===== src/pkg/lsat_pkg.sv =====
// Register map, field positions, reset values and state record of the block
`default_nettype none
package lsat_pkg;
    localparam logic [7:0] ADDR_STATUS_ONE = 8'h41;
    localparam logic [7:0] ADDR_STATUS_TWO = 8'h42;
    localparam logic [7:0] ADDR_MASK_ONE = 8'h74;
    localparam logic [7:0] ADDR_MASK_TWO = 8'h75;
    localparam logic [7:0] ADDR_CONFIG_THREE = 8'h78;
    localparam logic [7:0] ADDR_TIMER = 8'h79;
    localparam logic [7:0] ADDR_TIMER_LIMIT = 8'h7A;
    localparam logic [7:0] ADDR_CONFIG_FOUR = 8'h7D;

    localparam int CFG3_ALERT_BIT = 0;
    localparam int CFG3_OVERHEAT_BIT = 1;
    localparam int CFG3_BOOST_BIT = 2;
    localparam int S2_COOLER4_BIT = 5;
    localparam int S2_CODE_BIT = 0;
    localparam int M1_SECOND_BIT = 7;

    // Multi-function pin select, field value is {bit1, bit0}
    localparam logic [1:0] MF_SPEED = 2'h0;
    localparam logic [1:0] MF_ALERT = 2'h1;
    localparam logic [1:0] MF_OVERHEAT = 2'h2;
    localparam logic [1:0] MF_GPIO = 2'h3;

    localparam logic [7:0] RESET_MASK = 8'h00;
    localparam logic [7:0] RESET_CONFIG = 8'h00;
    localparam logic [7:0] RESET_LIMIT = 8'h00;
    localparam logic [7:0] RESET_TIMER = 8'h00;
    localparam logic [7:0] TIMER_FULL = 8'hFF;
    localparam logic [7:0] READ_UNMAPPED = 8'h00;

    localparam int CLK_HZ = 25000000;
    localparam real TIMER_STEP_MS = 22.76;
    localparam int TIMER_STEP_CYCLES =
        int'($floor(TIMER_STEP_MS * CLK_HZ / 1000.0 + 0.5));
    localparam int PRESCALE_WIDTH = 20;

    typedef struct packed {
        logic [6:0] status_one;
        logic [7:0] status_two;
        logic [7:0] mask_one;
        logic [7:0] mask_two;
        logic [7:0] config_three;
        logic [7:0] config_four;
        logic [7:0] timer_limit;
        logic [7:0] timer;
        logic half_step_seen;
        logic [PRESCALE_WIDTH-1:0] prescale;
        logic [1:0] pin_sync1;
        logic [1:0] pin_sync2;
        logic [5:0] code_sync1;
        logic [5:0] code_sync2;
        logic [5:0] code_prev;
        logic code_primed;
        logic [1:0] code_warm;
        logic [7:0] read_data;
        logic alert_shared_n;
        logic mf_pin_out;
        logic mf_pin_oe_n;
        logic fan_full_duty;
    } lsat_state_type;
endpackage : lsat_pkg
`default_nettype wire


===== src/verilog/lsat_alert_timer.sv =====
// Sticky limit status, alert masking, pin select and overheat timer
// How it works
// RULE1: A channel out of limits sets its status flag to one.
// RULE2: Flags stay set; a status read clears them only once cause is gone.
// RULE3: Bit 7 of status one reads one while any status two flag is set.
// RULE4: Status one bits 6..0: remote2, local, remote1, 5V, supply, core, 2.5V.
// RULE5: Status two: diodes 7,6, fans 4..2, overheat limit 1.
// RULE6: Status two bit 5 is fourth fan, or timer over limit in overheat mode.
// RULE7: Status two bit 0 is 12V, or core code change when that mode is on.
// RULE8: Alert stays low while unmasked reading is bad and until status read.
// RULE9: Mask bits block only the alert; flags still set.
// RULE10: Mask one: bit 7 all of status two, 6..2 matching, 0 core rail.
// RULE11: Mask two masks diodes, fans, overheat; bit 5 also timer event.
// RULE12: Alert off after reset; config three bit 0 routes it to shared pin.
// RULE13: Config four bits 1..0 pick speed, overheat, alert or GPIO pin use; here speed and GPIO leave the pin idle.
// RULE14: Config three bit 1 enables overheat inputs on both pins.
// RULE15: Boost bit plus overheat forces full duty only if fan runs.
// RULE16: Timer counts while overheat asserted, pauses otherwise, accumulates.
// RULE17: Timer clears on read and saturates at full scale.
// RULE18: Bit 0 sets on first assertion; later one step is 22.76 ms.
// RULE19: Read during assertion restarts at one; zero limit sets timer flag.
// RULE20: Host reads status two after timer read to clear timer flag.
// RULE21: Host reads, masks, handles, polls, then unmasks cleared sources.
// RULE22: Timer above limit sets the timer flag and alerts unless masked.
// RULE23: Alert is the OR of all unmasked flags, released when none remain.
`default_nettype none
module lsat_alert_timer #(
    parameter int unsigned TIMER_STEP_CYCLES = lsat_pkg::TIMER_STEP_CYCLES
) (
    input wire logic clk,
    input wire logic reset_n,
    input wire logic [7:0] reg_addr,
    input wire logic reg_wr,
    input wire logic reg_rd,
    input wire logic [7:0] reg_wdata,
    output logic [7:0] reg_rdata,
    input wire logic [6:0] limit_one,
    input wire logic [7:0] limit_two,
    input wire logic code_change_mode,
    input wire logic [5:0] core_voltage_code,
    input wire logic overheat_signal_n,
    input wire logic mf_pin_in,
    input wire logic fan_running,
    output logic alert_shared_n,
    output logic mf_pin_out,
    output logic mf_pin_oe_n,
    output logic fan_full_duty
);
    lsat_pkg::lsat_state_type state;
    lsat_pkg::lsat_state_type next_state;

    logic rd_status_one;
    logic rd_status_two;
    logic rd_timer;
    logic overheat_enabled;
    logic overheat_active;
    logic step_done;
    logic timer_over;
    logic code_changed;
    logic [7:0] cause_two;
    logic [6:0] unmasked_one;
    logic [7:0] unmasked_two;
    logic alert_req;
    logic summary;

    localparam logic [lsat_pkg::PRESCALE_WIDTH-1:0] PRESCALE_LAST =
        lsat_pkg::PRESCALE_WIDTH'(TIMER_STEP_CYCLES - 1);

    function automatic logic hit(input logic [7:0] addr,
                                 input logic [7:0] target);
        hit = (addr == target);
    endfunction : hit

    // Set wins over the read clear; a read clears only flags whose cause ended
    function automatic logic [7:0] sticky(input logic [7:0] flags,
                                          input logic [7:0] cause,
                                          input logic rd);
        sticky = (flags & ~(rd ? ~cause : 8'h00)) | cause;
    endfunction : sticky

    always_comb begin
        rd_status_one = reg_rd && hit(reg_addr, lsat_pkg::ADDR_STATUS_ONE);
        rd_status_two = reg_rd && hit(reg_addr, lsat_pkg::ADDR_STATUS_TWO);
        rd_timer = reg_rd && hit(reg_addr, lsat_pkg::ADDR_TIMER);
        overheat_enabled = state.config_three[lsat_pkg::CFG3_OVERHEAT_BIT];
        // Dedicated pin, or multi-function pin when selected for overheat
        overheat_active = overheat_enabled && (!state.pin_sync2[0] ||
            (state.config_four[1:0] == lsat_pkg::MF_OVERHEAT &&
             !state.pin_sync2[1])); // RULE14 RULE13
        step_done = overheat_active &&
            state.prescale == PRESCALE_LAST;
        timer_over = state.timer > state.timer_limit; // RULE22
        code_changed = state.code_primed &&
            state.code_sync2 != state.code_prev;
        cause_two = limit_two; // RULE5
        if (overheat_enabled) begin
            cause_two[lsat_pkg::S2_COOLER4_BIT] = timer_over; // RULE6
        end
        if (code_change_mode) begin
            cause_two[lsat_pkg::S2_CODE_BIT] = code_changed; // RULE7
        end
        summary = |state.status_two; // RULE3
        // Mask one bit 1 is unused; its bit 0 covers the core rail flag
        unmasked_one = state.status_one &
            ~{state.mask_one[6:2], state.mask_one[0], 1'b0}; // RULE10 RULE9
        unmasked_two = state.status_two & ~state.mask_two &
            {8{~state.mask_one[lsat_pkg::M1_SECOND_BIT]}}; // RULE11 RULE10
        alert_req = (|unmasked_one) || (|unmasked_two); // RULE23 RULE8
    end

    always_comb begin
        next_state = state;
        next_state.pin_sync1 = {mf_pin_in, overheat_signal_n};
        next_state.pin_sync2 = state.pin_sync1;
        next_state.code_sync1 = core_voltage_code;
        next_state.code_sync2 = state.code_sync1;
        next_state.code_prev = state.code_sync2;
        // Detection waits until the code pipeline holds real pin values
        next_state.code_warm = {state.code_warm[0], 1'b1};
        next_state.code_primed = state.code_warm[1];

        // Sticky status flags
        next_state.status_one = 7'(sticky({1'b0, state.status_one},
            {1'b0, limit_one}, rd_status_one)); // RULE1 RULE2 RULE4
        next_state.status_two = sticky(state.status_two, cause_two,
            rd_status_two); // RULE1 RULE2 RULE22

        // Accumulating overheat timer
        if (rd_timer) begin
            next_state.timer = overheat_active ? 8'h01 :
                lsat_pkg::RESET_TIMER; // RULE17 RULE19
            next_state.half_step_seen = 1'b0;
            next_state.prescale = '0;
        end else if (overheat_active) begin // RULE16
            if (state.timer == lsat_pkg::RESET_TIMER) begin
                next_state.timer = 8'h01; // RULE18
            end
            if (step_done) begin
                next_state.prescale = '0;
                if (!state.half_step_seen) begin
                    next_state.half_step_seen = 1'b1; // RULE18
                end else if (state.timer != lsat_pkg::TIMER_FULL) begin
                    next_state.timer = state.timer + 8'h01; // RULE17
                end
            end else begin
                next_state.prescale = state.prescale +
                    lsat_pkg::PRESCALE_WIDTH'(1);
            end
        end

        // Register writes
        if (reg_wr) begin
            unique case (reg_addr)
                lsat_pkg::ADDR_MASK_ONE: next_state.mask_one = reg_wdata;
                lsat_pkg::ADDR_MASK_TWO: next_state.mask_two = reg_wdata;
                lsat_pkg::ADDR_CONFIG_THREE: begin
                    next_state.config_three = reg_wdata;
                end
                lsat_pkg::ADDR_CONFIG_FOUR: begin
                    next_state.config_four = reg_wdata;
                end
                lsat_pkg::ADDR_TIMER_LIMIT: begin
                    next_state.timer_limit = reg_wdata;
                end
                default: begin
                end
            endcase
        end

        // Register reads, answered on the next edge
        if (reg_rd) begin
            unique case (reg_addr)
                lsat_pkg::ADDR_STATUS_ONE: begin
                    next_state.read_data = {summary, state.status_one};
                end
                lsat_pkg::ADDR_STATUS_TWO: begin
                    next_state.read_data = state.status_two;
                end
                lsat_pkg::ADDR_MASK_ONE: next_state.read_data = state.mask_one;
                lsat_pkg::ADDR_MASK_TWO: next_state.read_data = state.mask_two;
                lsat_pkg::ADDR_CONFIG_THREE: begin
                    next_state.read_data = state.config_three;
                end
                lsat_pkg::ADDR_TIMER: next_state.read_data = state.timer;
                lsat_pkg::ADDR_TIMER_LIMIT: begin
                    next_state.read_data = state.timer_limit;
                end
                lsat_pkg::ADDR_CONFIG_FOUR: begin
                    next_state.read_data = state.config_four;
                end
                default: next_state.read_data = lsat_pkg::READ_UNMAPPED;
            endcase
        end

        // Pin drivers
        next_state.alert_shared_n = !(alert_req &&
            state.config_three[lsat_pkg::CFG3_ALERT_BIT]); // RULE12 RULE8
        next_state.mf_pin_out = 1'b0;
        next_state.mf_pin_oe_n = !(alert_req &&
            state.config_four[1:0] == lsat_pkg::MF_ALERT); // RULE13
        next_state.fan_full_duty =
            state.config_three[lsat_pkg::CFG3_BOOST_BIT] &&
            overheat_active && fan_running; // RULE15
    end

    always_ff @(posedge clk or negedge reset_n) begin
        if (!reset_n) begin
            state <= '0;
            state.mask_one <= lsat_pkg::RESET_MASK;
            state.mask_two <= lsat_pkg::RESET_MASK;
            state.config_three <= lsat_pkg::RESET_CONFIG;
            state.config_four <= lsat_pkg::RESET_CONFIG;
            state.timer_limit <= lsat_pkg::RESET_LIMIT;
            state.timer <= lsat_pkg::RESET_TIMER;
            state.read_data <= lsat_pkg::READ_UNMAPPED;
            state.pin_sync1 <= 2'h3;
            state.pin_sync2 <= 2'h3;
            state.alert_shared_n <= 1'b1;
            state.mf_pin_oe_n <= 1'b1;
        end else begin
            state <= next_state;
        end
    end

    assign reg_rdata = state.read_data;
    assign alert_shared_n = state.alert_shared_n;
    assign mf_pin_out = state.mf_pin_out;
    assign mf_pin_oe_n = state.mf_pin_oe_n;
    assign fan_full_duty = state.fan_full_duty;
endmodule : lsat_alert_timer
`default_nettype wire


===== config.mk =====
export PLATFORM = sky130hd
export DESIGN_NAME = lsat_alert_timer
export DESIGN_NICKNAME = d
export VERILOG_FILES = /design/src/pkg/lsat_pkg.sv /design/src/verilog/lsat_alert_timer.sv
export SDC_FILE = /design/constraint.sdc
export NUM_CORES = 1
export LEC_CHECK = 0
export BUFFER_PORTS_ARGS = -buffer_cell sky130_fd_sc_hd__clkbuf_2
export CAP_MARGIN = 20
export CORE_UTILIZATION = 30
export DETAILED_ROUTE_END_ITERATION = 8
export SYNTH_ARGS = -nofsm -noshare
export SYNTH_HDL_FRONTEND = slang
export SYNTH_SLANG_ARGS = --single-unit

===== constraint.sdc =====
create_clock -name clk -period 1.8 [get_ports clk]
set_input_delay 0.18 -clock clk [delete_from_list [all_inputs] [get_ports clk]]
set_output_delay 0.18 -clock clk [all_outputs]
set_load 0.005 [all_outputs]

==> results.cfg, run 1 <==
[job]
max_cap_violations = 0

[hold_path]
hold_path_class = input pin to flop
hold_depth = 3

[die]
die_area_um2 = 20000
fp.dieW_um = 141
fp-row-count = 50
dieHeight_um = 141
start_util = 0.309
num_io_pins = 57
core_um2 = 18800

[setup_path]
crit_path_max_incr_delay_ps = 430
crit_fanout = 7
crit_chain = nor4b_2 > nand4_2 > or3_4 > or4_4 > a21oi_2
end_kind = flop
cp.buffers_inverters = 0
cp.required_ps = 2150
r2r_slack_ps = -30
cp_top_family = simple AND/OR/NAND/NOR gates
critPathKind = flop to flop
path_depth = 5
rr_worst_depth = 5
crit_slowest_cell = or4_4
worstSetupStartpointType = flop
crit_arrival_ps = 2180

[clocking]
path_clk_slew_ps = 60
cts-root-buf = clkbuf_16
cts_tree = yes
clockBufferDepth = 2
clk_latency_ps = 420
numCtsBuffers = 17
htreeDepth = 4
clock_sinks = 120

[timing]
setup_violations = 2
hold_viol = 0
fin_crit_ps = 1830
final_max_slew_viol_count = 0
holdWs_ps = 54.6
max_freq_ghz = 0.547
rsz0062_at_grt = yes
skew_ps = 8.89
fin_crit_sh = 1.02
worst_slack_ps = -27.2

[yosys]
async_flop_share = 1.00
synth_edf_count = 0
netlist_area_um2 = 5820
yosysSeqAreaShare = 0.518
synth_top_area_frac = 0.490
avgSynthCellArea_um2 = 10.8
netlist_instances = 540
ys_top_cells_by_area = dfrtp_1 49%, mux2_2 6.4%, dfstp_2 2.7%
synth_cell_types = 66
ys_warn_count = 0
yosysMostFrequentCell = dfrtp_1
yosys.area.top_type = dfrtp_1
yosys_most_used_dff = dfrtp_1
synth-seq-cells = 120
synth_common_cells = 114 x dfrtp_1, 40 x nand2_1, 33 x mux2_2, 29 x inv_1, 29 x nor2_1
syn_nets = 596

[cells_and_area]
drive_above_1_share = 0.309
fin_nets = 729
final_cell_area_um2 = 7740
final_util = 0.411
diodes = 0
syn2layout_area_growth_pct = 33.1

[detailed_routing]
wl_um = 15900
drt_pre_antenna_iters = 5
viasPerCell = 5.11
drtIter0Drc = 443
remaining_drc_errors = 0
ant_nets = 0
wl_per_cell_um = 16.8
vias = 4830

[placed_design]
placed_cell_area_um2 = 6810
dp_hpwl_um = 11300
place_congestion = 0.874
port_buffers = 55

[power]
fin_total_pwr_w = 0.00720
p_leak_nw = 3.55
vdd_ir_drop_max_mv = 0.647
power_density_nw_per_um2 = 930

[outcome]
violations = negative setup slack
status = complete, but fails checks

[global_routing]
overflow = 0
antenna_found_initial = 0
grt.total_usage = 0.165
grt_pass1_wl_um = 25200
grt_pass1_vias = 4872
grt_max_degree = 50
==> worst reg2reg max path, cell delays in order (launching register included) <==
cell,delay (ps)
dfrtp_1,380
nor4b_2,290
nand4_2,150
or3_4,390
or4_4,430
a21oi_2,130
==> cell type report <==
class                           count  area, um^2
Clock buffer                       20         447
Clock inverter                     12         175
Fill cell                        1811       11100
Inverter                           29         109
Multi-Input combinational cell    358        2590
Sequential cell                   120        3010
Tap cell                          260         325
Timing Repair Buffer              147        1080
==> repair_timing <==
action                                  CTS  global route
pin swaps                                 3             6
endpoints found under the setup margin    7            15
hold buffers                             23             0
setup buffers                             0             1
hold endpoints to repair                 52             0
resized for setup                         5            12
==> metrics by stage <==
step / setup WS [ps] / setup TNS, ps / std cells
after floorplan: -38.2 / -41.8 / 540
after global placement: -63.3 / -85.5 / 890
after detailed placement: -103 / -209 / 890
after CTS: -30.9 / -30.9 / 945
after global routing: -120 / -589 / 946
final: -27.2 / -27.9 / 946
==> final timing paths <==
check / from / to
max: state[45] / state[61]
min: reg_wdata[3] / state[69]
max reg2reg: state[45] / state[61]
min reg2reg: next_state[23] / next_state[17]
max in group asynchronous: reset_n / state[94]
min in group asynchronous: reset_n / state[46]
==> sequential cells by signal, indices dropped and copies added (netlist names) <==
register,count
state,92
next_state,16
reg_rdata,8
alert_shared_n,1
fan_full_duty,1
mf_pin_oe_n,1
overheat_enabled,1
==> layer usage <==
metal	GRT usage	wire (um)	vias to the layer above
li1	-	-	2225
met1	0.210	7110	2413
met2	0.271	7530	165
met3	0.0425	945	27
met4	0.0561	290	0
met5	0	0	-
==> logic make-up (layout without fill, tap and decap cells) <==
| group | after synthesis | count (layout) | share of synthesized area |
|---|---|---|---|
| xor+xnor | 21 | 21 | 0.0316 |
| other cells | 2 | 2 | 0.00129 |
| simple gates | 163 | 163 | 0.156 |
| flops | 120 | 120 | 0.518 |
| mux | 45 | 45 | 0.0845 |
| compound gates | 116 | 116 | 0.137 |
| buf+inv | 62 | 208 | 0.0480 |
| fa+ha+maj | 11 | 11 | 0.0237 |
==> power by group <==
group / internal, W / total (W) / leakage, nW / switching [W]
Sequential: 0.00284 / 0.00296 / 1.44 / 0.000115
Combinational: 0.000311 / 0.000645 / 1.82 / 0.000335
Clock: 0.00235 / 0.00359 / 0.296 / 0.00125
==> cells in the final DEF, fill, tap and decap left out, types with 5 or more instances in the layout <==
cell type and instances:
a21oi_1 13, nand3_1 15, nor3_1 6, a21o_1 14, nor2b_1 7, dfstp_2 6, a22oi_1 8, nor4_1 6
o21ai_0 19, mux2i_1 12, dfrtp_1 114, a31oi_1 13, o22ai_1 9, ha_1 11, nand4_1 12, nor2_1 29
clkbuf_2 54, and3_1 8, mux2_2 33, xnor2_1 13, or3_1 5, xor2_1 8, buf_4 65, dlygate4sd3_1 23
a211oi_1 5, clkbuf_16 17, nand2_1 40, inv_1 29, and4_1 7
No activity file was read; power rests on OpenSTA's default activity.
==> inputs of run 2 (changes only) <==
--- a/config.mk
+++ b/config.mk
@@ -9,6 +9,7 @@
 export CAP_MARGIN = 20
 export CORE_UTILIZATION = 30
 export DETAILED_ROUTE_END_ITERATION = 8
+export GPL_TIMING_DRIVEN = 0
 export SYNTH_ARGS = -nofsm -noshare
 export SYNTH_HDL_FRONTEND = slang
 export SYNTH_SLANG_ARGS = --single-unit
==> constraint.sdc (replaced) <==
create_clock -name clk -period 1.8 [get_ports clk]
set_input_delay 0.36 -clock clk [delete_from_list [all_inputs] [get_ports clk]]
set_output_delay 0.36 -clock clk [all_outputs]
set_load 0.005 [all_outputs]
==> results.cfg, run 2 (same netlist as run 1, synthesis figures left out) <==
[detailed_routing]
wl_per_cell_um = 16.3
drtIter0Drc = 278
viasPerCell = 4.96
remaining_drc_errors = 2
vias = 4460
wl_um = 14700
drt_pre_antenna_iters = 7
ant_nets = 0

[timing]
fin_crit_sh = 1.08
fin_setup_tns_ps = -957
fin_crit_ps = 1940
worst_pin_slew_ps = 625
max_freq_ghz = 0.516
skew_ps = 6.83
setup_violations = 23
hold_viol = 0
worst_slack_ps = -137
relSlewSlack = 0.584
final_max_slew_viol_count = 0
rsz0062_at_grt = yes

[die]
start_util = 0.309
die_area_um2 = 20000
dieHeight_um = 141
num_io_pins = 57
fp-row-count = 50
fp.dieW_um = 141
core_um2 = 18800

[setup_path]
crit_fanout = 8
endpoint = state[61]
critPathKind = flop to flop
r2r_end = state[61]
end_kind = flop
r2r_slack_ps = -140
worstSetupStartpointType = flop
rr_worst_depth = 5
r2r_start = state[74]
cp.required_ps = 2140
crit_arrival_ps = 2280
cp-startpoint = state[74]

[cells_and_area]
final_cell_area_um2 = 7470
largest_reg_flops = 92
mostFrequentLayoutCell = dfrtp_1
fin_nets = 682
diodes = 0
top_register = state
drive_above_1_share = 0.308
syn2layout_area_growth_pct = 28.4
final_cell_mix = 111 x dfrtp_1, 58 x clkbuf_2, 38 x nand2_1
final_util = 0.397

[job]
max_cap_violations = 0

[clocking]
path_clk_slew_ps = 60
clk_latency_ps = 420
numCtsBuffers = 17
clock_sinks = 120
cts_tree = yes
clockBufferDepth = 2
cts-root-buf = clkbuf_16
htreeDepth = 4

[power]
p_leak_nw = 3.35
vdd_ir_drop_max_mv = 0.740
power.switching_w = 0.00177
p_int_w = 0.00531
pwr-share-comb = 0.078
seq_power_share = 0.421
switching_share = 0.250
fin_total_pwr_w = 0.00707
power_density_nw_per_um2 = 947
clockPowerShare = 0.501

[outcome]
violations = design-rule violations, negative setup slack
status = complete, but fails checks

[placed_design]
dp_slack_ps = -491
placed_cell_area_um2 = 6450
place_congestion = 0.819
port_buffers = 52
dp_hpwl_um = 10200

[global_routing]
met2_usage = 0.233
grt_max_degree = 73
antenna_found_initial = 0
grt.total_usage = 0.153
grt_pass1_vias = 4292
met1_usage = 0.207
grt_pass1_wl_um = 23300
overflow = 0
grt-busiest-layer = met2
met3_usage = 0.0336

[hold_path]
hold_path_class = input pin to flop
==> run 2: cell count changes in the layout (fill, tap and decap cells not counted), moves of 3 or more <==
cell           change
nor2_1             -8
clkinv_4           +3
nor2_2             +5
clkbuf_2           +4
dfrtp_2            +3
buf_4             -45
nor2_4             +3
buf_6              +3
dlygate4sd3_1     -22
clkbuf_1           +5
dfrtp_1            -3
==> run 2: power by group through the flow <==
stage          clock network [W]  logic (W)  registers [W]
4_1_cts                  0.00361   0.000509        0.00298
6_report                 0.00355   0.000549        0.00298
3_5_place_dp                   0   0.000501        0.00302
2_1_floorplan                  0   0.000297        0.00298
3_3_place_gp                   0   0.000485        0.00302
5_1_grt                  0.00375   0.000620        0.00300
==> run 2: how the worst min path moves through the flow <==
stage,from,to,slack [ps],cells after the start
final,overheat_signal_n,next_state[33],20,1
after global routing,overheat_signal_n,next_state[33],9,1
after CTS,overheat_signal_n,next_state[33],6,1
after detailed placement,next_state[13],next_state[14],330,0
after global placement,next_state[13],next_state[14],330,0
after floorplan,reset_n,fan_full_duty,60,0
==> run 2: metrics by stage <==
stage               hold slack, ps  instances
floorplan                     64.4        540
global placement               333        852
detailed placement             335        853
CTS                           5.98        891
global route                  8.69        899
finish                        19.9        899
==> run 2: layer usage <==
| metal | share of wire | up-vias |
|---|---|---|
| li1 | - | 2131 |
| met1 | 0.47 | 2216 |
| met2 | 0.47 | 95 |
| met3 | 0.041 | 18 |
| met4 | 0.017 | 0 |
| met5 | 0 | - |
==> run 2: repair_timing <==
item,in CTS,in global routing
hold buffers,1,0
endpoints found under the hold margin,42,0
cloned,0,2
gates resized for setup,17,42
pin swaps,8,8
setup buffers,5,8
setup endpoints to repair,32,57
==> run 2: area by class of cell <==
class                   count  area, um^2
fillers                  1870       11400
clock inverters            15         194
clock buffers              17         425
well taps                 260         325
repair buffers             69         480
plain buffers              31         211
flip-flops and latches    120        3010
inverters                  29         109
multi-input cells         358        2710
==> run 2: critical path, stage by stage (launching register included) <==
cell     delay, ps
dfrtp_2        450
nor3b_4        240
o21ai_4        130
or3_4          470
or4_1          420
a21oi_1        150
